`src/core/buck_pkg.sv`:
```
// Shared constants and types for the buck regulator control block
package buck_pkg;

  // ----------------------------------------------------------------
  // Register offsets
  // ----------------------------------------------------------------
  localparam logic [7:0] CORE_CTRL_ADDR    = 8'h39;
  localparam logic [7:0] COMMS_CTRL_ADDR   = 8'h3C;
  localparam logic [7:0] CORE_CUR_LO_ADDR  = 8'h50;
  localparam logic [7:0] CORE_CUR_HI_ADDR  = 8'h51;
  localparam logic [7:0] COMMS_CUR_LO_ADDR = 8'h52;
  localparam logic [7:0] COMMS_CUR_HI_ADDR = 8'h53;
  localparam logic [7:0] FAULT_STAT_ADDR   = 8'h54;

  // ----------------------------------------------------------------
  // Reset values
  // ----------------------------------------------------------------
  localparam logic [7:0] CORE_CTRL_RST  = 8'h07;
  localparam logic [7:0] COMMS_CTRL_RST = 8'h24;

  // ----------------------------------------------------------------
  // Control register field positions
  // ----------------------------------------------------------------
  localparam int STATE_LSB = 0;
  localparam int EXIT_LSB  = 3;
  localparam int VSEL_LSB  = 6;
  localparam int FIELD_W   = 3;
  localparam int VSEL_W    = 2;

  // State codes; bit 2 clear marks a reserved or do-not-copy code
  localparam logic [2:0] STATE_OFF = 3'h4;
  localparam logic [2:0] STATE_PFM = 3'h5;
  localparam logic [2:0] STATE_APS = 3'h6;
  localparam logic [2:0] STATE_PWM = 3'h7;

  // Voltage select codes
  localparam logic [1:0] VSEL_LOW  = 2'h0;
  localparam logic [1:0] VSEL_HIGH = 2'h1;

  // Synchroniser depth and status bit positions
  localparam int SYNC_STAGES     = 2;
  localparam int FAULT_CORE_BIT  = 0;
  localparam int FAULT_COMMS_BIT = 1;

  // Operating mode as driven to the power stage
  typedef enum logic [1:0] {
    MODE_OFF = 2'b00,
    MODE_PFM = 2'b01,
    MODE_APS = 2'b10,
    MODE_PWM = 2'b11
  } buck_mode_t;

endpackage

```
`src/core/buck_chan_if.sv`:
```
// Carrier between the top and one regulator channel
`timescale 1ns/1ps
interface buck_chan_if #(parameter int ADC_W = 10);
  logic                    ctrl_wr;
  logic [7:0]              ctrl_wdata;
  logic                    exit_pulse;
  logic                    oc_sync;
  logic                    adc_valid;
  logic [ADC_W-1:0]        adc_data;
  logic [7:0]              ctrl_q;
  buck_pkg::buck_mode_t    mode;
  logic                    discharge;
  logic                    fault;
  logic [ADC_W-1:0]        current_q;

  modport top  (output ctrl_wr, ctrl_wdata, exit_pulse, oc_sync, adc_valid, adc_data,
                input ctrl_q, mode, discharge, fault, current_q);
  modport chan (input ctrl_wr, ctrl_wdata, exit_pulse, oc_sync, adc_valid, adc_data,
                output ctrl_q, mode, discharge, fault, current_q);
endinterface

```
`src/core/buck_channel.sv`:
```
// One buck regulator channel: control register, mode, discharge, fault, current
`timescale 1ns/1ps
module buck_channel #(
  parameter logic [7:0] CTRL_RST = buck_pkg::CORE_CTRL_RST,
  parameter int         ADC_W    = 10
) (
  // Clock and reset
  input  wire logic clk_sys,
  input  wire logic rst,
  // Channel carrier
  buck_chan_if.chan ch
);

  logic [7:0]       ctrl_r,    ctrl_nxt;
  logic             dsch_r,    dsch_nxt;
  logic             fault_r,   fault_nxt;
  logic [ADC_W-1:0] current_r, current_nxt;

  // Field tops, declared before the next-state logic that reads them
  localparam int STATE_MSB = buck_pkg::STATE_LSB + buck_pkg::FIELD_W - 1;
  localparam int EXIT_MSB  = buck_pkg::EXIT_LSB + buck_pkg::FIELD_W - 1;

  // A zero-width result register cannot be built
  if (ADC_W < 1 || ADC_W > 16) begin : g_bad_adc_w
    $error("ADC_W must lie between 1 and 16");
  end

  // ----------------------------------------------------------------
  // Next-state logic
  // ----------------------------------------------------------------
  // Exit copy is applied after a same-cycle write so the pin has the last word
  always_comb begin
    ctrl_nxt = ctrl_r;
    if (ch.ctrl_wr) begin
      ctrl_nxt = ch.ctrl_wdata;
      if (!ch.ctrl_wdata[STATE_MSB]) begin
        ctrl_nxt[2:0] = ctrl_r[2:0];
      end
    end
    if (ch.exit_pulse && ctrl_nxt[EXIT_MSB]) begin
      ctrl_nxt[2:0] = ctrl_nxt[5:3];
    end
    dsch_nxt    = (ctrl_nxt[2:0] == buck_pkg::STATE_OFF);
    fault_nxt   = ch.oc_sync;
    current_nxt = ch.adc_valid ? ch.adc_data : current_r;
  end

  // ----------------------------------------------------------------
  // Registers
  // ----------------------------------------------------------------
  always_ff @(posedge clk_sys) begin
    if (rst) begin
      ctrl_r    <= CTRL_RST;
      dsch_r    <= (CTRL_RST[2:0] == buck_pkg::STATE_OFF);
      fault_r   <= 1'b0;
      current_r <= '0;
    end else begin
      ctrl_r    <= ctrl_nxt;
      dsch_r    <= dsch_nxt;
      fault_r   <= fault_nxt;
      current_r <= current_nxt;
    end
  end

  // Codes 4..7 differ only in the low two bits, which map straight onto the mode
  assign ch.ctrl_q    = ctrl_r;
  assign ch.mode      = buck_pkg::buck_mode_t'(ctrl_r[1:0]);
  assign ch.discharge = dsch_r;
  assign ch.fault     = fault_r;
  assign ch.current_q = current_r;

  // ----------------------------------------------------------------
  // Checks
  // ----------------------------------------------------------------
  a_reserved_hold: assert property (@(posedge clk_sys) disable iff (rst)
    ch.ctrl_wr && !ch.ctrl_wdata[2] && !ch.exit_pulse |=> ctrl_r[2:0] == $past(ctrl_r[2:0]))
    else $error("Reserved state code changed the regulator state");
  a_exit_copy: assert property (@(posedge clk_sys) disable iff (rst)
    ch.exit_pulse && !ch.ctrl_wr && ctrl_r[5] |=> ctrl_r[2:0] == $past(ctrl_r[5:3]))
    else $error("Standby exit did not load the exit state");
  a_discharge_off: assert property (@(posedge clk_sys) disable iff (rst)
    ch.discharge == (ch.mode == buck_pkg::MODE_OFF))
    else $error("Discharge path does not follow the off state");
  a_state_legal: assert property (@(posedge clk_sys) disable iff (rst)
    ctrl_r[2] == 1'b1)
    else $error("Operating state holds a reserved code");

endmodule // buck_channel

```
`src/core/buck_regulator_control.sv`:
```
// Control and fault reporting for the core pre-regulator and comms core buck
`timescale 1ns/1ps

// Operation
// State field codes: 4 off, 5/6/7 modes
// Exit pin loads exit field into state
// Host programs exit field after power-up
// Bits 7:6 select core level 1.5/1.6V
// Core control at 0x39, resets 0x07
// Host-written comms mode is applied
// Over-current limits, faults, raises shared interrupt
// Discharge output whenever regulator shut down
// ADC output current kept readable
// Comms: fixed level or Mini-SPI adjustable
// Comms select 0 fixed, 1 Mini-SPI
// Reserved state write keeps current state
module buck_regulator_control #(
  parameter int ADC_W = 10
) (
  // Clock and reset
  input  wire logic                 clk_sys,
  input  wire logic                 rst,
  // Register port from the SPI decoder
  input  wire logic                 reg_wr,
  input  wire logic                 reg_rd,
  input  wire logic [7:0]           reg_addr,
  input  wire logic [7:0]           reg_wdata,
  output logic      [7:0]           reg_rdata,
  // Pins from outside the clock domain
  input  wire logic                 standby_exit_pin,
  input  wire logic                 core_oc_pin,
  input  wire logic                 comms_oc_pin,
  // ADC results, same clock
  input  wire logic                 adc_valid,
  input  wire logic                 adc_sel_comms,
  input  wire logic [ADC_W-1:0]     adc_data,
  // Core pre-regulator power stage
  output buck_pkg::buck_mode_t      core_buck_mode,
  output logic                      core_buck_discharge,
  output logic                      core_buck_current_limit,
  output logic                      core_buck_level_high,
  output logic                      core_buck_fault,
  // Comms core regulator power stage
  output buck_pkg::buck_mode_t      comms_buck_mode,
  output logic                      comms_buck_discharge,
  output logic                      comms_buck_current_limit,
  output logic                      comms_buck_mini_spi_ctrl,
  output logic                      comms_core_fault,
  // Shared fault interrupt
  output logic                      regulator_fault_interrupt
);

  // Refused at elaboration: the readback splits results over two bytes
  if (ADC_W < 1 || ADC_W > 16) begin : g_bad_adc_w
    $error("ADC_W must lie between 1 and 16");
  end

  // ----------------------------------------------------------------
  // Pin synchronisers
  // ----------------------------------------------------------------
  localparam int NPIN = 3;
  logic [NPIN-1:0] pin_in;
  logic [NPIN-1:0] sync1_r, sync1_nxt;
  logic [NPIN-1:0] sync2_r, sync2_nxt;
  logic            exit_d_r, exit_d_nxt;
  logic            exit_pulse;

  assign pin_in = {comms_oc_pin, core_oc_pin, standby_exit_pin};

  // Stage one is read only by stage two
  always_comb begin
    sync1_nxt  = pin_in;
    sync2_nxt  = sync1_r;
    exit_d_nxt = sync2_r[0];
  end

  always_ff @(posedge clk_sys) begin
    if (rst) begin
      sync1_r  <= '0;
      sync2_r  <= '0;
      exit_d_r <= 1'b0;
    end else begin
      sync1_r  <= sync1_nxt;
      sync2_r  <= sync2_nxt;
      exit_d_r <= exit_d_nxt;
    end
  end

  // A held exit pin copies once, on its rising edge
  assign exit_pulse = sync2_r[0] && !exit_d_r;

  // ----------------------------------------------------------------
  // Channels
  // ----------------------------------------------------------------
  buck_chan_if #(.ADC_W(ADC_W)) core_ch ();
  buck_chan_if #(.ADC_W(ADC_W)) comms_ch ();

  // Register writes decode by offset; both channels see the same exit edge
  assign core_ch.ctrl_wr     = reg_wr && (reg_addr == buck_pkg::CORE_CTRL_ADDR);
  assign core_ch.ctrl_wdata  = reg_wdata;
  assign core_ch.exit_pulse  = exit_pulse;
  assign core_ch.oc_sync     = sync2_r[1];
  assign core_ch.adc_valid   = adc_valid && !adc_sel_comms;
  assign core_ch.adc_data    = adc_data;
  assign comms_ch.ctrl_wr    = reg_wr && (reg_addr == buck_pkg::COMMS_CTRL_ADDR);
  assign comms_ch.ctrl_wdata = reg_wdata;
  assign comms_ch.exit_pulse = exit_pulse;
  assign comms_ch.oc_sync    = sync2_r[2];
  assign comms_ch.adc_valid  = adc_valid && adc_sel_comms;
  assign comms_ch.adc_data   = adc_data;

  buck_channel #(.CTRL_RST(buck_pkg::CORE_CTRL_RST), .ADC_W(ADC_W)) u_core (
    .clk_sys (clk_sys),
    .rst     (rst),
    .ch      (core_ch.chan)
  );

  buck_channel #(.CTRL_RST(buck_pkg::COMMS_CTRL_RST), .ADC_W(ADC_W)) u_comms (
    .clk_sys (clk_sys),
    .rst     (rst),
    .ch      (comms_ch.chan)
  );

  // ----------------------------------------------------------------
  // Power stage outputs
  // ----------------------------------------------------------------
  // Limit and fault share one flop: the limit is cycle by cycle, not latched
  assign core_buck_mode           = core_ch.mode;
  assign core_buck_discharge      = core_ch.discharge;
  assign core_buck_current_limit  = core_ch.fault;
  assign core_buck_fault          = core_ch.fault;
  assign core_buck_level_high     = (core_ch.ctrl_q[7:6] == buck_pkg::VSEL_HIGH);
  assign comms_buck_mode          = comms_ch.mode;
  assign comms_buck_discharge     = comms_ch.discharge;
  assign comms_buck_current_limit = comms_ch.fault;
  assign comms_core_fault         = comms_ch.fault;
  // Select 0 holds the fixed level; 1 hands the level to the Mini-SPI link
  assign comms_buck_mini_spi_ctrl = (comms_ch.ctrl_q[7:6] == buck_pkg::VSEL_HIGH);

  // ----------------------------------------------------------------
  // Shared fault interrupt
  // ----------------------------------------------------------------
  logic irq_r, irq_nxt;

  always_comb begin
    irq_nxt = core_ch.fault || comms_ch.fault;
  end

  always_ff @(posedge clk_sys) begin
    if (rst) begin
      irq_r <= 1'b0;
    end else begin
      irq_r <= irq_nxt;
    end
  end

  assign regulator_fault_interrupt = irq_r;

  // ----------------------------------------------------------------
  // Register read
  // ----------------------------------------------------------------
  logic [7:0]  rdata_r, rdata_nxt;
  logic [15:0] core_cur16;
  logic [15:0] comms_cur16;

  assign core_cur16  = 16'(core_ch.current_q);
  assign comms_cur16 = 16'(comms_ch.current_q);

  // Unmapped offsets read as zero; data holds until the next read
  always_comb begin
    rdata_nxt = rdata_r;
    if (reg_rd) begin
      case (reg_addr)
        buck_pkg::CORE_CTRL_ADDR:    rdata_nxt = core_ch.ctrl_q;
        buck_pkg::COMMS_CTRL_ADDR:   rdata_nxt = comms_ch.ctrl_q;
        buck_pkg::CORE_CUR_LO_ADDR:  rdata_nxt = core_cur16[7:0];
        buck_pkg::CORE_CUR_HI_ADDR:  rdata_nxt = core_cur16[15:8];
        buck_pkg::COMMS_CUR_LO_ADDR: rdata_nxt = comms_cur16[7:0];
        buck_pkg::COMMS_CUR_HI_ADDR: rdata_nxt = comms_cur16[15:8];
        buck_pkg::FAULT_STAT_ADDR:   rdata_nxt = {6'h00, comms_ch.fault, core_ch.fault};
        default:                     rdata_nxt = 8'h00;
      endcase
    end
  end

  always_ff @(posedge clk_sys) begin
    if (rst) begin
      rdata_r <= 8'h00;
    end else begin
      rdata_r <= rdata_nxt;
    end
  end

  assign reg_rdata = rdata_r;

  // ----------------------------------------------------------------
  // Checks
  // ----------------------------------------------------------------
  a_ctrl_reset_value: assert property (@(posedge clk_sys)
    $fell(rst) |-> core_ch.ctrl_q == 8'h07)
    else $error("Core control register left reset with a wrong value");
  a_oc_to_irq: assert property (@(posedge clk_sys) disable iff (rst)
    $rose(sync2_r[1]) |=> core_buck_fault ##1 regulator_fault_interrupt)
    else $error("Over-current did not raise the fault interrupt in time");
  a_irq_follows_fault: assert property (@(posedge clk_sys) disable iff (rst)
    regulator_fault_interrupt == $past(core_buck_fault || comms_core_fault))
    else $error("Fault interrupt does not follow the regulator faults");
  a_comms_mode_write: assert property (@(posedge clk_sys) disable iff (rst)
    comms_ch.ctrl_wr && reg_wdata[2] && !exit_pulse
      |=> comms_buck_mode == buck_pkg::buck_mode_t'($past(reg_wdata[1:0])))
    else $error("Written comms mode was not applied");
  a_core_read_back: assert property (@(posedge clk_sys) disable iff (rst)
    reg_rd && reg_addr == 8'h39 |=> reg_rdata == $past(core_ch.ctrl_q))
    else $error("Core control register read back wrong");
  a_current_read: assert property (@(posedge clk_sys) disable iff (rst)
    adc_valid && !adc_sel_comms ##1 reg_rd && reg_addr == 8'h50
      |=> reg_rdata == $past(adc_data[7:0], 2))
    else $error("Core current result not readable");
  a_mini_spi_sel: assert property (@(posedge clk_sys) disable iff (rst)
    comms_buck_mini_spi_ctrl == (comms_ch.ctrl_q[7:6] == 2'b01))
    else $error("Mini-SPI control does not follow the voltage select");

endmodule // buck_regulator_control

```
`config.mk`:
```
export PLATFORM = sky130hd
export DESIGN_NAME = buck_regulator_control
export DESIGN_NICKNAME = d
export VERILOG_FILES = /design/src/core/buck_pkg.sv /design/src/core/buck_chan_if.sv /design/src/core/buck_channel.sv /design/src/core/buck_regulator_control.sv
export SDC_FILE = /design/constraint.sdc
export NUM_CORES = 1
export LEC_CHECK = 0
export BUFFER_PORTS_ARGS = -buffer_cell sky130_fd_sc_hd__buf_2
export CORE_MARGIN = 2
export CORE_UTILIZATION = 58
export DETAILED_ROUTE_END_ITERATION = 12
export PLACE_DENSITY = 0.8
export RECOVER_POWER = 100
export REMOVE_ABC_BUFFERS = 1
export SLEW_MARGIN = 10
export SYNTH_ARGS = -nofsm -noshare
export SYNTH_HDL_FRONTEND = slang
export SYNTH_HIERARCHICAL = 1
export SYNTH_SLANG_ARGS = --single-unit
```
`constraint.sdc`:
```
create_clock -name clk_sys -period 5 [get_ports clk_sys]
set_input_delay 0.5 -clock clk_sys [delete_from_list [all_inputs] [get_ports clk_sys]]
set_output_delay 0.5 -clock clk_sys [all_outputs]
set_load 0.1 [all_outputs]
```
==> flow_metrics.py <==
metrics = {
    "status": {
        "outcome": "finished, violations left",
        "failed_checks": "max-capacitance violations, max-slew violations",
    },
    "clocking": {
        "clock-sinks": 56,
        "ctsLongestPathBuffers": 2,
        "clock-root-buffer": "sky130_fd_sc_hd__clkbuf_8",
        "htreeDepth": 2,
        "post_cts_resized": 0,
        "cts_post_setup_buffers_inserted": 0,
        "insertion_delay_ps": 300,
        "clkTransAtPathRegs_ps": 90,
        "cts_buffers": 5,
        "cts.hold.buffers_added": 0,
        "clock_tree_from_tritoncts": "built",
    },
    "sta": {
        "clock-skew-final_ps": 2.30,
        "fmax_mhz": 313,
        "relSlewSlack": -0.435,
        "hold_violations": 0,
        "tightestPinTransition_ps": 2150,
        "timing_max_transition_violations_final": 52,
        "finalCriticalPeriod_ps": 3190,
        "worst_slack_ps": 1810,
        "final.period_utilization": 0.639,
        "fin_tns_setup_ps": 0,
        "grt_setup_unrepaired": "no",
        "report.final.setup_viol": 0,
    },
    "synthesis": {
        "postSynthRegisterBits": 56,
        "synth.distinct_cells": 55,
        "synth_edf_count": 0,
        "synth_flop_cell": "sky130_fd_sc_hd__dfxtp_1",
        "post_synth_inst_count": 274,
        "postSynthAreaPerCell_um2": 9.83,
        "netlist.area_leader.share": 0.416,
        "yosys.area.top_type": "sky130_fd_sc_hd__dfxtp_1",
        "synth_warnings": 6,
        "asyncSetResetFlopFracSynth": 0,
        "ys_seq_area_frac": 0.416,
        "synthTopCellsByArea": "sky130_fd_sc_hd__dfxtp_1 42%, sky130_fd_sc_hd__mux2i_1 12%, sky130_fd_sc_hd__nor2b_1 4.6%",
        "synth.cell_area_um2": 2690,
    },
    "setup_path": {
        "crit_top_cell": "sky130_fd_sc_hd__clkbuf_1",
        "timing.critical_path.arrival_ps": 3360,
        "timing_worst_setup_path_type": "primary input to flip-flop",
        "crit_fanout": 18,
        "crit_path_end_kind": "flip-flop",
        "worst-path-buf-inv": 2,
        "slowest_delay_ps": 710,
        "timing.critical_path.from_type": "primary input",
        "worst_r2r_path_depth": 4,
        "setup.worst_path.start": "reg_addr[2]",
        "cp.required_ps": 5170,
        "path_cells": "clkbuf_1 -> nor3b_1 -> nand2_1 -> nor3_1 -> clkbuf_1 -> mux2i_1 -> nand2b_4 -> a2111oi_0 -> nor3b_2",
        "path_depth": 9,
        "cp_slowest_cell": "sky130_fd_sc_hd__a2111oi_0",
        "launching_point_of_the_worst_reg2reg_path": "sync2_r[0]$_SDFF_PP0_",
        "cpLargestDelayFamily": "buffers and inverters",
    },
    "detailed_routing": {
        "remaining_drc_errors": 0,
        "detail_route.vias_per_cell": 5.78,
        "wl_mm": 5.74,
        "drt_initial_violations": 150,
        "routedWlPerCell_um": 15.6,
        "via_count": 2128,
        "drt_pass1_iterations": 4,
        "post_drt_antenna_nets": 0,
    },
    "finish": {
        "layout-area-overhead-vs-synth_pct": 8.73,
        "final_nets": 350,
        "final_cell_mix": "56 x sky130_fd_sc_hd__dfxtp_1, 33 x sky130_fd_sc_hd__nor2_1, 32 x sky130_fd_sc_hd__mux2i_1, 32 x sky130_fd_sc_hd__buf_2, 25 x sky130_fd_sc_hd__clkbuf_1",
        "antenna_cells_inserted": 0,
        "final.fill_count": 385,
        "most_frequent_standard_cell_in_the_layout_excluding_fill_and_tap_cells": "sky130_fd_sc_hd__dfxtp_1",
        "share_of_cells_above_drive_strength_1": 0.177,
    },
    "power": {
        "worst_ir_drop_vdd_mv": 0.181,
        "power_leakage_nw": 1.10,
        "power_per_cell_area_nw_per_um2": 276,
    },
    "grt": {
        "wire_length_of_the_first_global_routing_pass_mm": 9.31,
        "global_route.overflow_total": 0,
        "first_global_vias": 1958,
        "grt_start_max_net_pins": 52,
        "number_of_antenna_violations_at_the_first_check_in_global_routing": 0,
        "grt.total_usage": 0.230,
    },
    "worst_hold_path": {
        "hold_class": "primary input to flip-flop",
        "hold_depth": 2,
        "hold_path_startpoint": "standby_exit_pin",
    },
    "placement": {
        "dp_hpwl_mm": 4.07,
        "portBuffers": 55,
        "globalplace.congestion": 0.790,
        "dpl_worst_slack_ps": 2260,
    },
    "floorplanning": {
        "effective_utilization_at_floorplan": 0.610,
        "die_w_um": 72.2,
        "coreArea_um2": 4410,
        "die_height_um": 72.2,
        "fp.dieArea_um2": 5210,
        "rows": 24,
        "ioPinCount": 56,
    },
    "job": {
        "maxCapViolCount": 1,
    },
}
flip-flops by register name, summed over array words and instances, names as in the netlist:
name / count
sync2_r: 3
exit_d_r: 1
regulator_fault_interrupt: 1
u_comms/ch.discharge: 1
u_comms/ch.current_q: 10
sync1_r: 3
u_core/ch.current_q: 10
u_comms/ch.fault: 1
u_comms/ch.ctrl_q: 8
u_core/ch.ctrl_q: 8
u_core/ch.discharge: 1
reg_rdata: 8
u_core/ch.fault: 1
final timing paths:
path / end / slack, ps
worst max-delay path: u_comms/ch.discharge$_SDFF_PP1_ / 1810
worst min-delay path: sync1_r[0]$_SDFF_PP0_ / 400
worst max register to register: u_comms/ch.discharge$_SDFF_PP1_ / 3200
worst min register to register: sync2_r[0]$_SDFF_PP0_ / 450
cells in the mapped netlist, types with 2 or more instances:
library cell,n
sky130_fd_sc_hd__dfxtp_1,56
sky130_fd_sc_hd__nor2_1,33
sky130_fd_sc_hd__mux2i_1,31
sky130_fd_sc_hd__nor2b_1,20
sky130_fd_sc_hd__nor3_1,11
sky130_fd_sc_hd__nand2_1,10
sky130_fd_sc_hd__nand3b_1,10
sky130_fd_sc_hd__inv_1,9
sky130_fd_sc_hd__buf_4,7
sky130_fd_sc_hd__clkbuf_1,7
sky130_fd_sc_hd__a311oi_1,6
sky130_fd_sc_hd__o21ai_0,6
sky130_fd_sc_hd__buf_2,5
sky130_fd_sc_hd__a2111oi_0,4
sky130_fd_sc_hd__buf_6,4
sky130_fd_sc_hd__nor4_1,4
sky130_fd_sc_hd__a21oi_1,3
sky130_fd_sc_hd__nand2b_1,3
sky130_fd_sc_hd__nand3_1,3
sky130_fd_sc_hd__nor3b_2,3
sky130_fd_sc_hd__a22o_1,2
sky130_fd_sc_hd__mux2_4,2
sky130_fd_sc_hd__nor3_2,2
sky130_fd_sc_hd__o21bai_1,2
where the power goes:
part	switching, mW	internal [mW]	total, mW	leakage, nW
registers	0.00587	0.458	0.464	0.456
clock network	0.138	0.111	0.249	0.0510
logic	0.0636	0.0335	0.0971	0.589
total	0.207	0.603	0.810	1.10
metal layers:
metal  routed length, um  global-route usage  up-vias  share of wire
met5                   0                   0        -              0
li1                    -                   -     1044              -
met1                2620               0.306     1011           0.46
met4                 153              0.0901        0          0.027
met2                2670               0.367       59           0.47
met3                 292              0.0458       14          0.051
area by class of cell:
class	count	area, um^2	area share
tap	52	65.1	0.0222
sequential	56	1120	0.383
clock inverter	2	10.0	0.00342
multi-input combinational	185	1360	0.463
timing repair buffer	58	262	0.0893
inverter	9	33.8	0.0115
clock buffer	6	82.6	0.0282
cells by family after synthesis:
logic type | synth area share
AOI/OAI and AO/OA | 0.103
muxes | 0.145
DFF | 0.416
buffers and inverters | 0.0692
and+or+nand+nor | 0.263
xor gates and xnor gates | 0.00325
metrics by stage:
stage	hold WS, ps	area, um^2	utilization	power [mW]	std cells
detailed placement	424	2900	0.658	0.574	360
global route	401	2930	0.664	0.842	368
global placement	420	2900	0.658	0.572	360
floorplan	414	2540	-	0.532	250
finish	395	2930	0.664	0.810	368
CTS	388	3000	0.679	0.819	368
Note: power is estimated with default switching activity, not from simulation.
